File: src/inc/iedd_map.vh
// Register map, field positions, reset values and timing counts for the input event block
`ifndef IEDD_MAP_VH
`define IEDD_MAP_VH
// Register byte offsets
`define IEDD_CTRL       8'h00
`define IEDD_CMD        8'h04
`define IEDD_FLAGS      8'h08
`define IEDD_ACT_DELAY  8'h0c
`define IEDD_HOLD_DUR   8'h10
`define IEDD_RATE_LIM   8'h14
`define IEDD_PROC_MODE  8'h18
`define IEDD_UPPER_CUT  8'h1c
`define IEDD_LOWER_CUT  8'h20
`define IEDD_FRONT_GAIN 8'h24
`define IEDD_SMOOTH     8'h28
`define IEDD_IRQ_STAT   8'h2c
`define IEDD_IRQ_MASK   8'h30
// Control bits
`define IEDD_CTRL_SILENCE 0
`define IEDD_CTRL_DUR_EN  1
`define IEDD_CTRL_RATE_EN 2
`define IEDD_CTRL_LIMITED 3
// Command bits (write one to act)
`define IEDD_CMD_HIGH    0
`define IEDD_CMD_LOW     1
`define IEDD_CMD_BLIP    2
`define IEDD_CMD_RELEASE 3
// Flag word bits
`define IEDD_F_TRUE 0
`define IEDD_F_RISE 1
`define IEDD_F_FALL 2
`define IEDD_F_ACT  3
`define IEDD_F_PASS 4
`define IEDD_F_FAIL 5
// Processing modes
`define IEDD_MODE_OFF     2'h0
`define IEDD_MODE_SIMPLE  2'h1
`define IEDD_MODE_COMPLEX 2'h2
// Reset values: times in milliseconds, rate in hertz
`define IEDD_ACT_MS_RST  32'h0000_0064
`define IEDD_HOLD_MS_RST 32'h0000_01f4
`define IEDD_RATE_RST    32'h0000_000a
// Timing: clock is 10 MHz, 100 ns per cycle
`define IEDD_CLK_HZ      32'd10000000
`define IEDD_MS_CYCLES   (`IEDD_CLK_HZ / 32'd1000)
// Last count of the millisecond divider, cycles per millisecond less one
`define IEDD_MS_LAST     16'h270f
`endif

File: src/hdl/iedd_ms_tick.v
// Millisecond tick divider for the input event block
`timescale 1ns/10ps
`include "iedd_map.vh"
module iedd_ms_tick (
   // Clock and reset
   input  wire aclk,
   input  wire aresetn,
   input  wire ce,
   // Tick out
   output reg  tick_q
);
   reg [15:0] cnt_q;

   // Divide the clock to one pulse per millisecond
   always @(posedge aclk) begin
      if (!aresetn) begin
         cnt_q  <= 16'h0000;
         tick_q <= 1'b0;
      end else if (ce) begin
         if (cnt_q == `IEDD_MS_LAST) begin
            cnt_q  <= 16'h0000;
            tick_q <= 1'b1;
         end else begin
            cnt_q  <= cnt_q + 16'h0001;
            tick_q <= 1'b0;
         end
      end
   end
endmodule // iedd_ms_tick

File: src/hdl/iedd_top.v
// Input event and duration detector with AXI4-Lite registers
// Summary of operation
// - Flag a rise event when the logic level goes false to true.
// - Flag a fall event when the logic level goes true to false.
// - With duration testing on, flag active once the activation time is met.
// - With duration testing on, flag pass once the hold time is met.
// - Flag fail only after activation passed and the hold time then fails.
// - Present six flags as one word: fail, pass, active, fall, rise, true.
// - A silenced input triggers no events.
// - Force-high command drives the level true.
// - Force-low command drives the level false.
// - Blip command drives the level true briefly then false.
// - Activation time override honoured only with duration testing enabled.
// - Hold time override honoured only with duration testing enabled.
// - Rate limit override honoured only with rate testing enabled.
// - High and low queries report the present logic level.
// - Cutoff overrides accepted only in complex mode with limited range.
// - Gain override accepted only in simple or complex mode.
// - Smoothing constant accepted only in complex mode; zero disables it.
`timescale 1ns/10ps
`include "iedd_map.vh"
module iedd_top (
   // Clock, reset, enable
   input  wire        aclk,
   input  wire        aresetn,
   input  wire        ce,
   // Input pin
   input  wire        raw_in,
   // AXI4-Lite write address and data
   input  wire [7:0]  s_axi_awaddr,
   input  wire        s_axi_awvalid,
   output wire        s_axi_awready,
   input  wire [31:0] s_axi_wdata,
   input  wire [3:0]  s_axi_wstrb,
   input  wire        s_axi_wvalid,
   output wire        s_axi_wready,
   // AXI4-Lite write response
   output reg  [1:0]  s_axi_bresp,
   output reg         s_axi_bvalid,
   input  wire        s_axi_bready,
   // AXI4-Lite read
   input  wire [7:0]  s_axi_araddr,
   input  wire        s_axi_arvalid,
   output wire        s_axi_arready,
   output reg  [31:0] s_axi_rdata,
   output reg  [1:0]  s_axi_rresp,
   output reg         s_axi_rvalid,
   input  wire        s_axi_rready,
   // Event pulses and status
   output reg         on_rising_edge,
   output reg         on_falling_edge,
   output reg         on_activation_reached,
   output reg         on_hold_passed,
   output reg         on_hold_failed,
   output reg         query_high,
   output reg         query_low,
   output wire        irq
);
   // Duration states
   localparam [2:0] ST_IDLE = 3'b001;
   localparam [2:0] ST_WAIT = 3'b010;
   localparam [2:0] ST_HOLD = 3'b100;

   reg        sync1_q, sync2_q;
   reg        level_q, prev_q;
   reg [1:0]  force_q;             // 00 pin, 01 high, 10 low
   reg        blip_q;
   reg [3:0]  ctrl_q;
   reg [31:0] act_ms_q, hold_ms_q, rate_q;
   reg [1:0]  mode_q;
   reg [31:0] upper_q, lower_q, gain_q, smooth_q;
   reg [5:0]  stat_q, mask_q;
   reg [5:0]  flags_q;
   reg [2:0]  st_q;
   reg [31:0] ms_cnt_q;
   reg        aw_q, w_q;
   reg [7:0]  awaddr_q;
   reg [31:0] wdata_q;
   reg [3:0]  wstrb_q;
   wire       ms_tick;

   // Free-running tick; the first millisecond after a rise may be short
   iedd_ms_tick u_tick (
      .aclk    (aclk),
      .aresetn (aresetn),
      .ce      (ce),
      .tick_q  (ms_tick)
   );

   // Byte-lane merge for register writes
   function [31:0] merge;
      input [31:0] old_v;
      input [31:0] new_v;
      input [3:0]  be;
      integer i;
      begin
         merge = old_v;
         for (i = 0; i < 4; i = i + 1) begin
            if (be[i]) begin
               merge[i*8 +: 8] = new_v[i*8 +: 8];
            end
         end
      end
   endfunction

   // Address is a known register
   function mapped;
      input [7:0] a;
      begin
         mapped = (a[1:0] == 2'b00) && (a <= `IEDD_IRQ_MASK);
      end
   endfunction

   // Write channel handshakes; both captured before a response issues
   // Readies drop while frozen, else a beat would be taken and then lost
   assign s_axi_awready = ce && !aw_q && !s_axi_bvalid;
   assign s_axi_wready  = ce && !w_q && !s_axi_bvalid;
   assign s_axi_arready = ce && !s_axi_rvalid;
   wire do_wr = aw_q && w_q && !s_axi_bvalid;
   wire cmd_wr = do_wr && (awaddr_q == `IEDD_CMD);
   wire dur_en = ctrl_q[`IEDD_CTRL_DUR_EN];
   wire silent = ctrl_q[`IEDD_CTRL_SILENCE];

   // Effective level: pin, forced high/low, or one-cycle blip
   wire level_d = blip_q ? 1'b1 :
                  (force_q == 2'b01) ? 1'b1 :
                  (force_q == 2'b10) ? 1'b0 : sync2_q;

   // Event conditions; silencing blocks every event
   wire ev_rise = !silent && level_q && !prev_q;
   wire ev_fall = !silent && !level_q && prev_q;
   wire ev_act  = !silent && dur_en && (st_q == ST_WAIT) && level_q
                  && ms_tick && (ms_cnt_q + 32'd1 >= act_ms_q);
   wire ev_pass = !silent && dur_en && (st_q == ST_HOLD) && level_q
                  && ms_tick && (ms_cnt_q + 32'd1 >= hold_ms_q);
   // A fall while waiting gives no fail event; only a fall during the hold fails
   wire ev_fail = !silent && dur_en && (st_q == ST_HOLD) && !level_q;
   wire [5:0] ev = {ev_fail, ev_pass, ev_act, ev_fall, ev_rise, 1'b0};

   // Pin synchroniser, level tracking and force commands
   always @(posedge aclk) begin
      if (!aresetn) begin
         sync1_q <= 1'b0;
         sync2_q <= 1'b0;
         level_q <= 1'b0;
         prev_q  <= 1'b0;
         force_q <= 2'b00;
         blip_q  <= 1'b0;
      end else if (ce) begin
         sync1_q <= raw_in;
         sync2_q <= sync1_q;
         level_q <= level_d;
         prev_q  <= level_q;
         blip_q  <= 1'b0;
         if (cmd_wr) begin
            if (wdata_q[`IEDD_CMD_HIGH]) begin
               force_q <= 2'b01;
            end else if (wdata_q[`IEDD_CMD_LOW]) begin
               force_q <= 2'b10;
            end else if (wdata_q[`IEDD_CMD_BLIP]) begin
               // Level stays forced low afterwards until a release or force-high command
               force_q <= 2'b10;
               blip_q  <= 1'b1;
            end else if (wdata_q[`IEDD_CMD_RELEASE]) begin
               force_q <= 2'b00;
            end
         end
      end
   end

   // Duration test: wait for activation time, then hold for pass time
   always @(posedge aclk) begin
      if (!aresetn) begin
         st_q     <= ST_IDLE;
         ms_cnt_q <= 32'h0000_0000;
      end else if (ce) begin
         case (st_q)
            ST_IDLE: begin
               ms_cnt_q <= 32'h0000_0000;
               if (dur_en && ev_rise) begin
                  st_q <= ST_WAIT;
               end
            end
            ST_WAIT: begin
               if (!level_q || !dur_en) begin
                  st_q <= ST_IDLE;
               end else if (ev_act) begin
                  st_q     <= ST_HOLD;
                  ms_cnt_q <= 32'h0000_0000;
               end else if (ms_tick) begin
                  ms_cnt_q <= ms_cnt_q + 32'd1;
               end
            end
            ST_HOLD: begin
               if (!level_q || !dur_en || ev_pass) begin
                  st_q <= ST_IDLE;
               end else if (ms_tick) begin
                  ms_cnt_q <= ms_cnt_q + 32'd1;
               end
            end
            default: st_q <= ST_IDLE;
         endcase
      end
   end

   // Event pulses, flag word and level queries come from flip-flops
   always @(posedge aclk) begin
      if (!aresetn) begin
         on_rising_edge        <= 1'b0;
         on_falling_edge       <= 1'b0;
         on_activation_reached <= 1'b0;
         on_hold_passed        <= 1'b0;
         on_hold_failed        <= 1'b0;
         flags_q               <= 6'h00;
         query_high            <= 1'b0;
         query_low             <= 1'b1;
      end else if (ce) begin
         on_rising_edge        <= ev_rise;
         on_falling_edge       <= ev_fall;
         on_activation_reached <= ev_act;
         on_hold_passed        <= ev_pass;
         on_hold_failed        <= ev_fail;
         flags_q               <= {ev[5:1], level_q};
         query_high            <= level_q;
         query_low             <= !level_q;
      end
   end

   // Register writes; overrides gated by mode and test enables
   always @(posedge aclk) begin
      if (!aresetn) begin
         ctrl_q    <= 4'h0;
         act_ms_q  <= `IEDD_ACT_MS_RST;
         hold_ms_q <= `IEDD_HOLD_MS_RST;
         rate_q    <= `IEDD_RATE_RST;
         mode_q    <= `IEDD_MODE_OFF;
         upper_q   <= 32'h0000_0000;
         lower_q   <= 32'h0000_0000;
         gain_q    <= 32'h0000_0000;
         smooth_q  <= 32'h0000_0000;                               // Zero: smoothing off
         mask_q    <= 6'h00;
      end else if (ce && do_wr) begin
         case (awaddr_q)
            // Control, mode and mask take byte lane 0 only
            `IEDD_CTRL:      ctrl_q <= wstrb_q[0] ? wdata_q[3:0] : ctrl_q;
            `IEDD_ACT_DELAY: if (dur_en) act_ms_q <= merge(act_ms_q, wdata_q, wstrb_q);
            `IEDD_HOLD_DUR:  if (dur_en) hold_ms_q <= merge(hold_ms_q, wdata_q, wstrb_q);
            `IEDD_RATE_LIM:  if (ctrl_q[`IEDD_CTRL_RATE_EN])
                                rate_q <= merge(rate_q, wdata_q, wstrb_q);
            `IEDD_PROC_MODE: mode_q <= wstrb_q[0] ? wdata_q[1:0] : mode_q;
            `IEDD_UPPER_CUT: if (mode_q == `IEDD_MODE_COMPLEX && ctrl_q[`IEDD_CTRL_LIMITED])
                                upper_q <= merge(upper_q, wdata_q, wstrb_q);
            `IEDD_LOWER_CUT: if (mode_q == `IEDD_MODE_COMPLEX && ctrl_q[`IEDD_CTRL_LIMITED])
                                lower_q <= merge(lower_q, wdata_q, wstrb_q);
            `IEDD_FRONT_GAIN: if (mode_q == `IEDD_MODE_SIMPLE || mode_q == `IEDD_MODE_COMPLEX)
                                gain_q <= merge(gain_q, wdata_q, wstrb_q);
            `IEDD_SMOOTH:    if (mode_q == `IEDD_MODE_COMPLEX)
                                smooth_q <= merge(smooth_q, wdata_q, wstrb_q);
            `IEDD_IRQ_MASK:  mask_q <= wstrb_q[0] ? wdata_q[5:0] : mask_q;
            default: ;
         endcase
      end
   end

   // Sticky interrupt status; a new event beats a write-one clear
   // Bit 0 never sets: the true flag is a level, not an event
   always @(posedge aclk) begin
      if (!aresetn) begin
         stat_q <= 6'h00;
      end else if (ce) begin
         if (do_wr && awaddr_q == `IEDD_IRQ_STAT && wstrb_q[0]) begin
            stat_q <= (stat_q & ~wdata_q[5:0]) | ev;
         end else begin
            stat_q <= stat_q | ev;
         end
      end
   end
   // Level interrupt while any unmasked status bit stands
   assign irq = |(stat_q & mask_q);

   // AXI write channel capture and response
   always @(posedge aclk) begin
      if (!aresetn) begin
         aw_q         <= 1'b0;
         w_q          <= 1'b0;
         awaddr_q     <= 8'h00;
         wdata_q      <= 32'h0000_0000;
         wstrb_q      <= 4'h0;
         s_axi_bvalid <= 1'b0;
         s_axi_bresp  <= 2'b00;
      end else if (ce) begin
         if (s_axi_awvalid && s_axi_awready) begin
            aw_q     <= 1'b1;
            awaddr_q <= s_axi_awaddr;
         end
         if (s_axi_wvalid && s_axi_wready) begin
            w_q     <= 1'b1;
            wdata_q <= s_axi_wdata;
            wstrb_q <= s_axi_wstrb;
         end
         if (do_wr) begin
            aw_q         <= 1'b0;
            w_q          <= 1'b0;
            s_axi_bvalid <= 1'b1;
            s_axi_bresp  <= mapped(awaddr_q) ? 2'b00 : 2'b10;      // SLVERR if unmapped
         end else if (s_axi_bvalid && s_axi_bready) begin
            s_axi_bvalid <= 1'b0;
         end
      end
   end

   // AXI read: one cycle after the address is taken
   // The command register and unknown offsets read as zero
   always @(posedge aclk) begin
      if (!aresetn) begin
         s_axi_rvalid <= 1'b0;
         s_axi_rdata  <= 32'h0000_0000;
         s_axi_rresp  <= 2'b00;
      end else if (ce) begin
         if (s_axi_arvalid && s_axi_arready) begin
            s_axi_rvalid <= 1'b1;
            s_axi_rresp  <= mapped(s_axi_araddr) ? 2'b00 : 2'b10;
            case (s_axi_araddr)
               `IEDD_CTRL:       s_axi_rdata <= {28'h0, ctrl_q};
               `IEDD_FLAGS:      s_axi_rdata <= {26'h0, flags_q};
               `IEDD_ACT_DELAY:  s_axi_rdata <= act_ms_q;
               `IEDD_HOLD_DUR:   s_axi_rdata <= hold_ms_q;
               `IEDD_RATE_LIM:   s_axi_rdata <= rate_q;
               `IEDD_PROC_MODE:  s_axi_rdata <= {30'h0, mode_q};
               `IEDD_UPPER_CUT:  s_axi_rdata <= upper_q;
               `IEDD_LOWER_CUT:  s_axi_rdata <= lower_q;
               `IEDD_FRONT_GAIN: s_axi_rdata <= gain_q;
               `IEDD_SMOOTH:     s_axi_rdata <= smooth_q;
               `IEDD_IRQ_STAT:   s_axi_rdata <= {26'h0, stat_q};
               `IEDD_IRQ_MASK:   s_axi_rdata <= {26'h0, mask_q};
               default:          s_axi_rdata <= 32'h0000_0000;
            endcase
         end else if (s_axi_rvalid && s_axi_rready) begin
            s_axi_rvalid <= 1'b0;
         end
      end
   end
endmodule // iedd_top

File: config.mk
export PLATFORM = sky130hd
export DESIGN_NAME = iedd_top
export DESIGN_NICKNAME = d
export VERILOG_FILES = /design/src/hdl/iedd_ms_tick.v /design/src/hdl/iedd_top.v
export VERILOG_INCLUDE_DIRS = /design/src /design/src/inc
export SDC_FILE = /design/constraint.sdc
export NUM_CORES = 1
export LEC_CHECK = 0
export ABC_CLOCK_PERIOD_IN_PS = 7100
export BUFFER_PORTS_ARGS = -buffer_cell sky130_fd_sc_hd__buf_2
export CAP_MARGIN = 20
export CORE_MARGIN = 4
export CORE_UTILIZATION = 47
export DETAILED_ROUTE_END_ITERATION = 10
export PLACE_DENSITY = 0.76
export SETUP_SLACK_MARGIN = 0.1
export SLEW_MARGIN = 20
export SYNTH_ARGS = -nofsm -noshare
export SYNTH_HDL_FRONTEND = slang
export SYNTH_SLANG_ARGS = --single-unit
File: constraint.sdc
create_clock -name aclk -period 7.1 [get_ports aclk]
set_input_delay 1.065 -clock aclk [delete_from_list [all_inputs] [get_ports aclk]]
set_output_delay 1.065 -clock aclk [all_outputs]
set_load 0.05 [all_outputs]
# Word level (Yosys, flattened, before mapping)
# Index checks and enable logic that the tools add are counted.
[totals] register_bits=397 inputBits=61 output_inout_bits=49 word_cells=238
[classes] n_addsub=2 order_cmp=4 n_eq_ne=35 mux=35 bitwise_logic=5 n_reduce_logical=98
[ops] op="$pmux 32 s12" count=1
[ops] op="$mux 32" count=4
[ops] op="$reduce_and 4->1" count=30
[ops] op="$pmux 32 s3" count=1
[ops] op="$eq 8x6->1 const B" count=10
[ops] op="$eq 8x5->1 const B" count=8
[ops] op="$ge 32x32->1" count=2
[ops] op="$logic_and 1x1->1" count=34
[ops] op="$add 32x1->32 const B" count=1
[ops] op="$eq 8x4->1 const B" count=3
[ops] op="$add 16x1->16 const B" count=1
[ops] op="$eq 16x14->1 const B" count=1
[ops] op="$le 8x6->1 const B" count=2
[ops] op="$logic_not 8->1" count=2
[ops] op="$mux 1" count=16
[ops] op="$mux 16" count=1
[ops] op="$reduce_and 2->1" count=8
[ops] op="$and 6x6->6" count=2
[ops] op="$mux 2" count=6
[ops] op="$mux 3" count=4
[ops] op="$or 6x6->6" count=2
[ops] op="$reduce_and 3->1" count=4
[ops] op="$pmux 3 s3" count=1
[ops] op="$eq 8x3->1 const B" count=1
[ops] op="other kinds (17)" count=34

# Longest topological paths before layout
# Gate-level depths: netlist of the first run.
[logic_depth] word_depth=9 depth_mapped=18 ltp_nobuf=15

# Modules after synthesis
# A second synthesis of the first run with hierarchy kept.
[unflattened] hier_cells=2247 hier_area_um2=17963.5
[by_module_without_submodules] mod="iedd_top" instances=1 cells_per_inst=2161 area_each_um2=17186.5 seq_area_each_um2=7447.1
[by_module_without_submodules] mod="iedd_ms_tick" instances=1 cells_per_inst=86 area_each_um2=777.0 seq_area_each_um2=340.3

# Worst setup path before layout of the first run
# OpenSTA, ideal clock, no wires.
[synth_timing] kind="reg2reg" from="register ms_cnt_q[20]" to="register ms_cnt_q[2]" setup_ps=117 t_arrival_ps=3962 required_ps=6983 path_slack_ps=3020 path_stages_with_launch=17 path_buffers=4 period_less_slack_ps=4080 path_cell_list="dfxtp_1 -> buf_2 -> and3_2 -> nand3_1 -> or4_1 -> buf_2 -> o21a_1 -> or2_2 -> ha_1 -> nand4_1 -> or4_1 -> a31o_2 -> a21o_1 -> buf_2 -> and3_4 -> buf_2 -> a22o_2"
[synth_between] elab_chain_len=6 elab_cells_between_ends=11 classes_between="1 x add/sub; 2 x order compare; 1 x eq/ne; 3 x mux; 4 x reduce/logical"
[synth_rtl] element="from (decl)" line_no="iedd_top.v:75" rtl="reg [31:0] ms_cnt_q;"
[synth_rtl] element="from (signal assigned)" line_no="iedd_top.v:191" rtl="ms_cnt_q <= ms_cnt_q + 32'd1;"
[synth_rtl] element="from (signal assigned)" line_no="iedd_top.v:198" rtl="ms_cnt_q <= ms_cnt_q + 32'd1;"
[synth_rtl] element="$add 32x1->32 *" line_no="iedd_top.v:133, iedd_top.v:135"
[synth_rtl] element="$ge 32x32->1 (on tied branches)" line_no="iedd_top.v:133, iedd_top.v:135"
[synth_rtl] element="$logic_and 1x1->1 (on tied branches)" line_no="iedd_top.v:133, iedd_top.v:135"
[synth_rtl] element="$mux 32 / $logic_or 1x1->1 (equally long branches)" line_no="iedd_top.v:187, iedd_top.v:195"
[synth_rtl] element="$mux 32 / $ne 2x2->1 (equally long branches)"
[synth_rtl] element="$pmux 32 s3 / $reduce_and 4->1 (equally long branches)"
# Mark *: on every way between the ends. The rest lies on a longest branch, timed or not. The select of a mux whose other input is x is not followed.
# A chain may end at the register's enable or synchronous reset.

# Final worst setup path of the first run
[layout_timing] from="register ms_cnt_q[5]" to="register ms_cnt_q[0]"
# Same word-level chain as after synthesis.

==> metrics, run 1 <==
share of cells above drive strength 1=10.1%; Die ar.=41000 sq um; max-slew violation count=0; Async SR Flop Fraction=0%; clock buffer depth=3; Avg Inst Size Synth=8.23 sq um; Reg2Reg Depth=13; maximum vdd drop=0.218 mV; Yosys reg bits=389; Initial Util=47.5%; FF+latch area=7790 sq um; CTS buffer count=39; number of clock sinks=389; WL/cell=19.3 um; max cap viols=0; final setup margin=2.07 ns; Cell Area, Synth=17800 sq um; Setup TNS Final=0 ns; largest cells by area after synthesis=dfxtp_1 44%, nand2_1 8.4%, a21oi_1 6.8%; Antenna Cells=0; Slew @ Worst Pin=1.20 ns; pre-CTS WS=2.13 ns; Rel. slew slack=19.7%; Primary FF master, synth=dfxtp_1; Post-Syn Instances=2162; CTS tree=yes; HPWL Detailed=34.3 mm; Crit Path Class=reg -> reg; H-tree Lvls=2; power density cells=234 nW/um^2; vias in the first global route=15674; post-route ant nets=0; postcts setup bufs=0; commonest non-fill, non-tap cells in the layout=399 x nand2_1, 389 x dfxtp_1, 243 x a21oi_1, 187 x nor2_1, 113 x mux2i_1; GP Congestion=0.961; r2r setup slk=2.07 ns; residual DRC count=0; Chip Width=203 um; first-pass GRT wire length=83.3 mm; Final Hold Fails=0; critical path launch point type=flip-flop; area of the multi-input gates=9150 sq um; share of the yosys chip area belonging to registers=43.8%; all-layer global routing usage=24.6%; IO Pins=110; clk_lat worst skew=0.54 ns; worst-case clock skew=0.0126 ns; initial antenna violation count=0; unrepaired setup endpoints after global routing=false; Critical Path End Type=flip-flop; Distinct cells, synth=70; EDFF count, synth=0; Synth area leader=dfxtp_1; PortBufs=107; final wirelength=52.4 mm; Hold Crit Class=reg -> reg; Overall Power=0.00465 W; crit path DAT=5.51 ns; most common cell after layout, fill and taps aside=nand2_1; CP Capture Point=ms_cnt_q[0]$_SDFFE_PN0P_; TritonRoute pass-1 iters=6; vias per cell=5.90; top cell type's share of synthesized area=43.8%; total leakage power=7.50 nW; clock slew at reported path FFs=0.06 ns; Ys Warns=0; worst r2r src=ms_cnt_q[5]$_SDFFE_PN0P_; Resize count post-CTS=0; post-route clock period utilization=70.8%; CTS root buf=clkbuf_16; FMAX=199 MHz; FF-to-FF End=ms_cnt_q[0]$_SDFFE_PN0P_; area of the core region=37500 sq um; CP Launch Point=ms_cnt_q[5]$_SDFFE_PN0P_; die height=203 um; Finish-stage setup viols=0; largest net degree at the start of global routing=183; DR iter-0 viols=1750; synth-to-layout area growth=11.9%; GRT overflow=0; routed vias=16059; peak fanout along the critical path=23; Min Hold Slack=0.452 ns; Post-CTS Hold Buffers=0; FP Rows=71; Fillers=3588; Crit path required time=7.58 ns; status=finished clean; Final Net Count=2307; crit path time final=5.03 ns
## where the power goes
| part | switching (W) | total [W] | internal [W] |
|---|---|---|---|
| Clock | 0.000868 | 0.00216 | 0.00129 |
| Sequential | 0.0000474 | 0.00226 | 0.00221 |
| Combinational | 0.000172 | 0.000232 | 0.0000602 |
| Total | 0.00109 | 0.00465 | 0.00357 |
## cells by family after synthesis
group	synth area share, %
AND/OR/NAND/NOR	19.9
AO/OA/AOI/OAI	18.0
flip-flops	43.8
buffers and inverters	5.00
multiplexers	6.42
adder cells (fa/ha/maj)	4.77
XOR/XNOR	2.12
other	0.0211
## synth_stat cells (9+ instances only)
library cell	number
nand2_1	399
ha_1	67
a31oi_1	38
a221oi_1	32
a22oi_1	55
nor2_1	194
o21ai_0	57
dfxtp_1	389
xnor2_1	22
a22o_1	51
buf_1	9
xor2_1	21
inv_1	77
a21oi_1	243
buf_2	16
nand4_1	22
nor3_1	23
clkbuf_1	121
nand3_1	87
mux2i_1	113
and2_1	12
## final cells by class
type / instances / area share, %
Multi-Input combinational cell: 1547 / 46.0
Sequential cell: 389 / 39.1
Clock buffer: 62 / 6.15
Timing Repair Buffer: 125 / 3.43
Tap cell: 511 / 3.21
Inverter: 77 / 1.49
Clock inverter: 9 / 0.653
## registers in the layout, summed over array words and instances, names as in the netlist, 32 cells and up
signal and flops:
smooth_q 32, wdata_q 32, ms_cnt_q 32, hold_ms_q 32, lower_q 32, upper_q 32, rate_q 32, gain_q 32
act_ms_q 32, s_axi_rdata 32
## worst min-delay path by stage
stage          cells past startpoint                     start  slack (ns)                  endpoint
2_1_floorplan                      2    stat_q[0]$_SDFFE_PN0P_        0.42    stat_q[0]$_SDFFE_PN0P_
3_3_place_gp                       2   lower_q[9]$_SDFFE_PN0P_        0.44   lower_q[9]$_SDFFE_PN0P_
3_5_place_dp                       2  lower_q[30]$_SDFFE_PN0P_        0.45  lower_q[30]$_SDFFE_PN0P_
4_1_cts                            2  lower_q[30]$_SDFFE_PN0P_        0.45  lower_q[30]$_SDFFE_PN0P_
5_1_grt                            2   rate_q[27]$_SDFFE_PN0P_        0.47   rate_q[27]$_SDFFE_PN0P_
6_report                           2  lower_q[30]$_SDFFE_PN0P_        0.45  lower_q[30]$_SDFFE_PN0P_
## routing by layer
metal / vias up / track usage [%] / wire length (um)
li1: 7543 / - / -
met1: 7683 / 31.9 / 21700
met2: 702 / 41.4 / 25100
met3: 131 / 4.06 / 3930
met4: 0 / 9.19 / 1760
met5: - / 0 / 0
## per-stage QoR
stage               instance area [sq um]  utilization [%]  instances
floorplan                           17800                -       2163
global placement                    18600             49.5       2649
detailed placement                  18600             49.5       2649
CTS                                 19900             53.1       2720
global route                        19900             53.1       2720
finish                              19900             53.1       2720
## worst max-delay path, cell delays in order, from the launching register on
cell and delay (ns):
dfxtp_1 0.40, nand3_1 0.24, nor2_1 0.27, nand3_1 0.18, or4_1 0.58, o21a_1 0.24
or2_2 0.32, ha_1 0.30, nand4_1 0.18, or4_1 0.59, a31o_2 0.29, a21oi_4 0.30
a22o_1 0.80, mux2_2 0.29
No activity file was read; power rests on OpenSTA's default activity.
==> run 2, diff against run 1 <==
Settings changed: ABC_CLOCK_PERIOD_IN_PS 7100 to 5000.
Clock period 7.1 ns to 5 ns, I/O delays scaled along.
==> run 2 against run 1 <==
Utilization up 0.30 points. Clock power up 44%. Cell area up 0.57%. Critical path depth unchanged. Sequential share of layout area down 0.22 points. Total power up 43%. Maximum frequency up 9.3%.
==> metrics, run 2 (synthesis gave the netlist of run 1 again) <==
worst path cell trace=nand4_1 > nor2_2 > nand3_1 > or4_1 > o21a_1 > or2_2 > ha_1 > nand4_1 > or4_1 > a31o_2 > a21o_1 > and3_4 > mux2_2; CP top delay family=simple AND/OR/NAND/NOR gates; GRT overflow=0 (unchanged); TritonRoute pass-1 iters=6 (unchanged); CTS buffer count=40 (+2.6%); r2r setup slk=0.40 ns (-1.67 ns); placed cells=2660 (+0.42%); Rel. slew slack=27.8% (+8.2 points); area of the core region=37500 sq um (unchanged); Slowest-stage cell, CP=or4_1; post-route clock period utilization=92.0% (+21 points); die height=203 um (unchanged); Initial Util=47.5% (unchanged); critical path launch point type=flip-flop; H-tree Lvls=2 (unchanged); uppermost layer routed=met4; Hold Crit Class=in -> reg; FF-to-FF End=ms_cnt_q[0]$_SDFFE_PN0P_; Slew @ Worst Pin=1.08 ns (-0.114 ns); routed vias=16069 (+0.062%); synth-to-layout area growth=12.5%; DR iter-0 viols=1711 (-2.2%); all-layer global routing usage=24.6% (about the same); Chip Width=203 um (unchanged); total leakage power=7.56 nW (+0.86%); initial antenna violation count=0 (unchanged); CP max stage delay=0.59 ns (-0.21 ns); Reg2Reg Depth=13 (unchanged); residual DRC count=0 (unchanged); Finish-stage setup viols=0 (unchanged); PortBufs=107 (unchanged); post-route ant nets=0 (unchanged); unrepaired setup endpoints after global routing=false; DP Area=18600 sq um (+0.41%); largest net degree at the start of global routing=117 (-36%); Crit Path Class=reg -> reg; Setup TNS Final=0 ns (unchanged); CTS root buf=clkbuf_16; max-slew violation count=0 (unchanged); commonest non-fill, non-tap cells in the layout=399 x nand2_1, 389 x dfxtp_1, 243 x a21oi_1, 186 x nor2_1, 113 x mux2i_1; Fillers=3488 (-2.8%); worst r2r src=ms_cnt_q[2]$_SDFFE_PN0P_; M1 wire length=21.7 mm (about the same); postcts setup bufs=0 (unchanged); most common cell after layout, fill and taps aside=nand2_1; peak fanout along the critical path=22 (-4.3%); Min-Delay Endpoint=wstrb_q[0]$_SDFFE_PN0P_; Hold Path Depth=3 (+1); clk_lat worst skew=0.55 ns (about the same); Post-Layout Cell Count=2730 (+0.37%); WL met3=4.24 mm (+8.1%); status=finished clean; Final Cell Area=20000 sq um (+0.57%); maximum vdd drop=0.276 mV (+27%); GP Congestion=0.938 (-2.4%); Final Hold Fails=0 (unchanged); Die ar.=41000 sq um (unchanged); WL/cell=19.1 um (-0.71%); share of cells above drive strength 1=10.8% (+0.68 points); hold_sp=s_axi_wstrb[0]; clock buffer depth=3 (unchanged); max cap viols=0 (unchanged); final wirelength=52.3 mm (-0.35%); vias in the first global route=15441 (-1.5%); FMAX=218 MHz (+9.3%); FP Rows=71 (unchanged); Final Net Count=2319 (+0.52%); crit path time final=4.60 ns (-0.429 ns); crit path DAT=5.03 ns (-0.48 ns); worst-case clock skew=0.0116 ns (-0.000988 ns); power density cells=332 nW/um^2 (+42%); IO Pins=110 (unchanged); Crit path required time=5.43 ns (-2.15 ns); CTS tree=yes; Buf/Inv on CP=0 (unchanged); Critical Path End Type=flip-flop; Antenna Cells=0 (unchanged); number of clock sinks=389 (unchanged); HPWL Detailed=35.2 mm (+2.7%); routed wl met2=24.6 mm (-2.0%); vias per cell=5.89 (-0.30%); clock slew at reported path FFs=0.06 ns (about the same); first-pass GRT wire length=82.9 mm (-0.50%)
-- run 2: repair_timing --
action	4_1_cts	5_1_grt
setup endpoints to repair	0	22
hold buffers	0	0
resized for setup	0	2
-- run 2: report_power, final --
part | internal, W | total [W] | leakage, nW | switching, W
registers | 0.00314 | 0.00321 | 3.14 | 0.0000666
logic | 0.0000875 | 0.000332 | 3.74 | 0.000244
clock network | 0.00188 | 0.00312 | 0.674 | 0.00124
total | 0.00511 | 0.00666 | 7.56 | 0.00155
-- run 2: cell type report --
cell class	instances	area (sq um)	share of cell area (%)
repair buffers	136	754	3.77
inverters	77	297	1.48
clock inverters	12	168	0.837
multi-input cells	1547	9170	45.8
flip-flops and latches	389	7790	38.9
well taps	511	639	3.19
clock buffers	58	1210	6.04
-- run 2: worst max-delay path by stage --
stage / slack, ns / cells after the start / endpoint / startpoint
after floorplan: 0.92 / 16 / ms_cnt_q[2]$_SDFFE_PN0P_ / ms_cnt_q[20]$_SDFFE_PN0P_
after global placement: 0.50 / 15 / ms_cnt_q[0]$_SDFFE_PN0P_ / ms_cnt_q[2]$_SDFFE_PN0P_
after detailed placement: 0.30 / 15 / ms_cnt_q[0]$_SDFFE_PN0P_ / ms_cnt_q[2]$_SDFFE_PN0P_
after CTS: 0.28 / 15 / ms_cnt_q[0]$_SDFFE_PN0P_ / ms_cnt_q[2]$_SDFFE_PN0P_
after global routing: 0.15 / 15 / ms_cnt_q[0]$_SDFFE_PN0P_ / ms_cnt_q[2]$_SDFFE_PN0P_
final: 0.40 / 13 / ms_cnt_q[0]$_SDFFE_PN0P_ / ms_cnt_q[2]$_SDFFE_PN0P_
-- run 2: stage by stage --
stage	worst slack, ns	power (W)	util [%]	hold WS, ns
after floorplan	0.920	0.00349	-	0.423
after global placement	0.496	0.00359	49.7	0.438
after detailed placement	0.301	0.00360	49.7	0.443
after CTS	0.280	0.00668	53.4	0.432
after global routing	0.154	0.00683	53.4	0.448
final	0.402	0.00666	53.4	0.443
-- run 2: layer usage --
| metal | vias up | track usage (%) |
|---|---|---|
| met4 | 0 | 8.97 |
| li1 | 7587 | - |
| met2 | 671 | 40.6 |
| met3 | 131 | 4.12 |
| met5 | - | 0 |
| met1 | 7680 | 32.5 |
-- run 2: worst register-to-register path: stages (launching register included) --
cell	delay, ns
dfxtp_1	0.45
nand4_1	0.21
nor2_2	0.23
nand3_1	0.16
or4_1	0.58
o21a_1	0.24
or2_2	0.33
ha_1	0.32
nand4_1	0.18
or4_1	0.59
a31o_2	0.29
a21o_1	0.33
and3_4	0.30
mux2_2	0.28
==> run 3, diff against run 2 <==
Settings changed: CAP_MARGIN 20 to default, PLACE_DENSITY 0.76 to 0.67.
==> run 3 against run 2 <==
Clock power increased by 6.7%. Final cell count grew 0.18%. Sequential power is essentially flat. Setup slack lost 0.051 ns. Utilization is 0.23 points higher. Sequential share of layout area fell by 0.17 points. Wire length increased by 2.0%. Non-clock buffer count decreased by 4. First-iteration DRC count shrank 7.1%. Count of clock-buffer cells in the layout is the same. Critical path type unchanged. Critical endpoint unchanged.
==> metrics, run 3 (synthesis gave the netlist of run 1 again) <==
status=finished clean; clock slew at reported path FFs=0.06 ns (about the same); Final Cell Area=20100 sq um (+0.43%); HPWL Detailed=35.2 mm (-0.25%); final wirelength=53.3 mm (+2.0%); vias in the first global route=15326 (-0.74%); worst r2r src=ms_cnt_q[2]$_SDFFE_PN0P_; Crit Path Class=reg -> reg; die height=203 um (unchanged); CTS tree=yes; all-layer global routing usage=25.2% (+0.65 points); Hold Path Depth=3 (unchanged); GRT overflow=0 (unchanged); PortBufs=107 (unchanged); power density cells=341 nW/um^2 (+2.7%); commonest non-fill, non-tap cells in the layout=399 x nand2_1, 389 x dfxtp_1, 243 x a21oi_1, 187 x nor2_1, 113 x mux2i_1; most common cell after layout, fill and taps aside=nand2_1; crit path time final=4.65 ns (+0.0511 ns); CTS buffer count=43 (+7.5%); Antenna Cells=0 (unchanged); Slew @ Worst Pin=1.16 ns (+0.0751 ns); Fillers=3560 (+2.1%); vias per cell=5.82 (-1.1%); clock buffer depth=3 (unchanged); FMAX=215 MHz (-1.1%); Setup TNS Final=0 ns (unchanged); Reg2Reg Depth=13 (unchanged); max-slew violation count=0 (unchanged); Final Net Count=2318 (-0.043%); unrepaired setup endpoints after global routing=false; Die ar.=41000 sq um (unchanged); largest net degree at the start of global routing=158 (+35%); Initial Util=47.5% (unchanged); routed vias=15921 (-0.92%); r2r setup slk=0.35 ns (-0.05 ns); Finished Core Util=53.7% (+0.23 points); Crit path required time=5.45 ns (+0.02 ns); GP Congestion=0.897 (-4.3%); Chip Width=203 um (unchanged); combinational share of power=4.9% (about the same); H-tree Lvls=2 (unchanged); sw frac=24.1% (+0.88 points); Rel. slew slack=22.3% (-5.5 points); Resize count post-CTS=0 (unchanged); Critical Path End Type=flip-flop; peak fanout along the critical path=22 (unchanged); crit path DAT=5.10 ns (+0.07 ns); TritonRoute pass-1 iters=6 (unchanged); Hold Crit Class=in -> reg; maximum vdd drop=0.266 mV (-3.9%); initial antenna violation count=0 (unchanged); clk_lat worst skew=0.57 ns (+0.02 ns); number of clock sinks=389 (unchanged); residual DRC count=0 (unchanged); post-route clock period utilization=93.0% (+1.0 points); worst-case clock skew=0.0217 ns (+0.0100 ns); FP Rows=71 (unchanged); total leakage power=7.61 nW (+0.68%); Psw=0.00166 W (+7.0%); DR iter-0 viols=1590 (-7.1%); share of cells above drive strength 1=11.1% (+0.25 points); hold_sp=s_axi_wdata[16]; area of the core region=37500 sq um (unchanged); post-route ant nets=0 (unchanged); postcts setup bufs=0 (unchanged); synth-to-layout area growth=13.0%; Internal=0.00521 W (+1.9%); first-pass GRT wire length=84.1 mm (+1.5%); IO Pins=110 (unchanged); Post-CTS Hold Buffers=0 (unchanged); clock network power share=48.4% (+1.5 points); Min-Delay Endpoint=wdata_q[16]$_SDFFE_PN0P_; max cap viols=0 (unchanged); FF-to-FF End=ms_cnt_q[0]$_SDFFE_PN0P_; Final Hold Fails=0 (unchanged); critical path launch point type=flip-flop; Finish-stage setup viols=0 (unchanged); DP Area=18600 sq um (-0.10%); sequential power share=46.7% (-1.5 points); WL/cell=19.5 um (+1.8%); CTS root buf=clkbuf_16
## run 3: cell types whose count changed in the layout (fill, tap and decap cells not counted), moves of 2 or more
cell / before / now
buf_4: 27 / 24
clkinv_4: 0 / 2
clkbuf_16: 41 / 43
clkinv_2: 5 / 9
inv_6: 0 / 3
nor2_4: 5 / 3
clkbuf_1: 5 / 3
## run 3: area by class of cell
cell class	count	area (sq um)	share of cell area (%)
Sequential cell	389	7790	38.7
Inverter	77	297	1.47
Clock buffer	58	1250	6.23
Timing Repair Buffer	132	736	3.66
Tap cell	511	639	3.18
Clock inverter	21	244	1.21
Multi-Input combinational cell	1547	9160	45.5
## run 3: worst max-delay path: stages (launching register included)
cell and delay, ns:
dfxtp_1 0.45, nand4_1 0.19, nor2_1 0.29, nand3_1 0.17, or4_1 0.59, o21a_1 0.25, or2_2 0.33, ha_1 0.31
nand4_1 0.17, or4_1 0.59, a31o_2 0.30, a21o_1 0.32, and3_4 0.29, mux2_2 0.28
## run 3: per-layer routing
metal	up-vias	GRT usage, %	share of wire (%)
met2	568	41.5	46
met1	7684	34.1	44
li1	7563	-	-
met4	0	9.17	3.3
met5	-	0	0
met3	106	3.43	6.5
## run 3: stage by stage
stage | hold WS, ns | instances | setup slack, ns | total power, W
final | 0.411 | 2735 | 0.351 | 0.00687
after global routing | 0.410 | 2735 | 0.116 | 0.00706
after CTS | 0.382 | 2735 | 0.426 | 0.00690
after detailed placement | 0.444 | 2656 | 0.451 | 0.00361
after global placement | 0.437 | 2656 | 0.561 | 0.00360
after floorplan | 0.423 | 2163 | 0.920 | 0.00349
## run 3: how the worst max path moves through the flow
stage                               from                  endpoint  depth (start not counted)
3_3_place_gp    ms_cnt_q[2]$_SDFFE_PN0P_  ms_cnt_q[0]$_SDFFE_PN0P_                         13
6_report        ms_cnt_q[2]$_SDFFE_PN0P_  ms_cnt_q[0]$_SDFFE_PN0P_                         13
5_1_grt         ms_cnt_q[2]$_SDFFE_PN0P_  ms_cnt_q[0]$_SDFFE_PN0P_                         13
4_1_cts         ms_cnt_q[2]$_SDFFE_PN0P_  ms_cnt_q[5]$_SDFFE_PN0P_                         14
2_1_floorplan  ms_cnt_q[20]$_SDFFE_PN0P_  ms_cnt_q[2]$_SDFFE_PN0P_                         16
3_5_place_dp    ms_cnt_q[2]$_SDFFE_PN0P_  ms_cnt_q[0]$_SDFFE_PN0P_                         13
## run 3: power by group through the flow
stage | Clock (W) | Sequential [W] | Combinational [W]
2_1_floorplan | 0 | 0.00329 | 0.000198
3_3_place_gp | 0 | 0.00327 | 0.000329
3_5_place_dp | 0 | 0.00327 | 0.000333
4_1_cts | 0.00337 | 0.00320 | 0.000334
5_1_grt | 0.00349 | 0.00321 | 0.000362
6_report | 0.00333 | 0.00321 | 0.000334
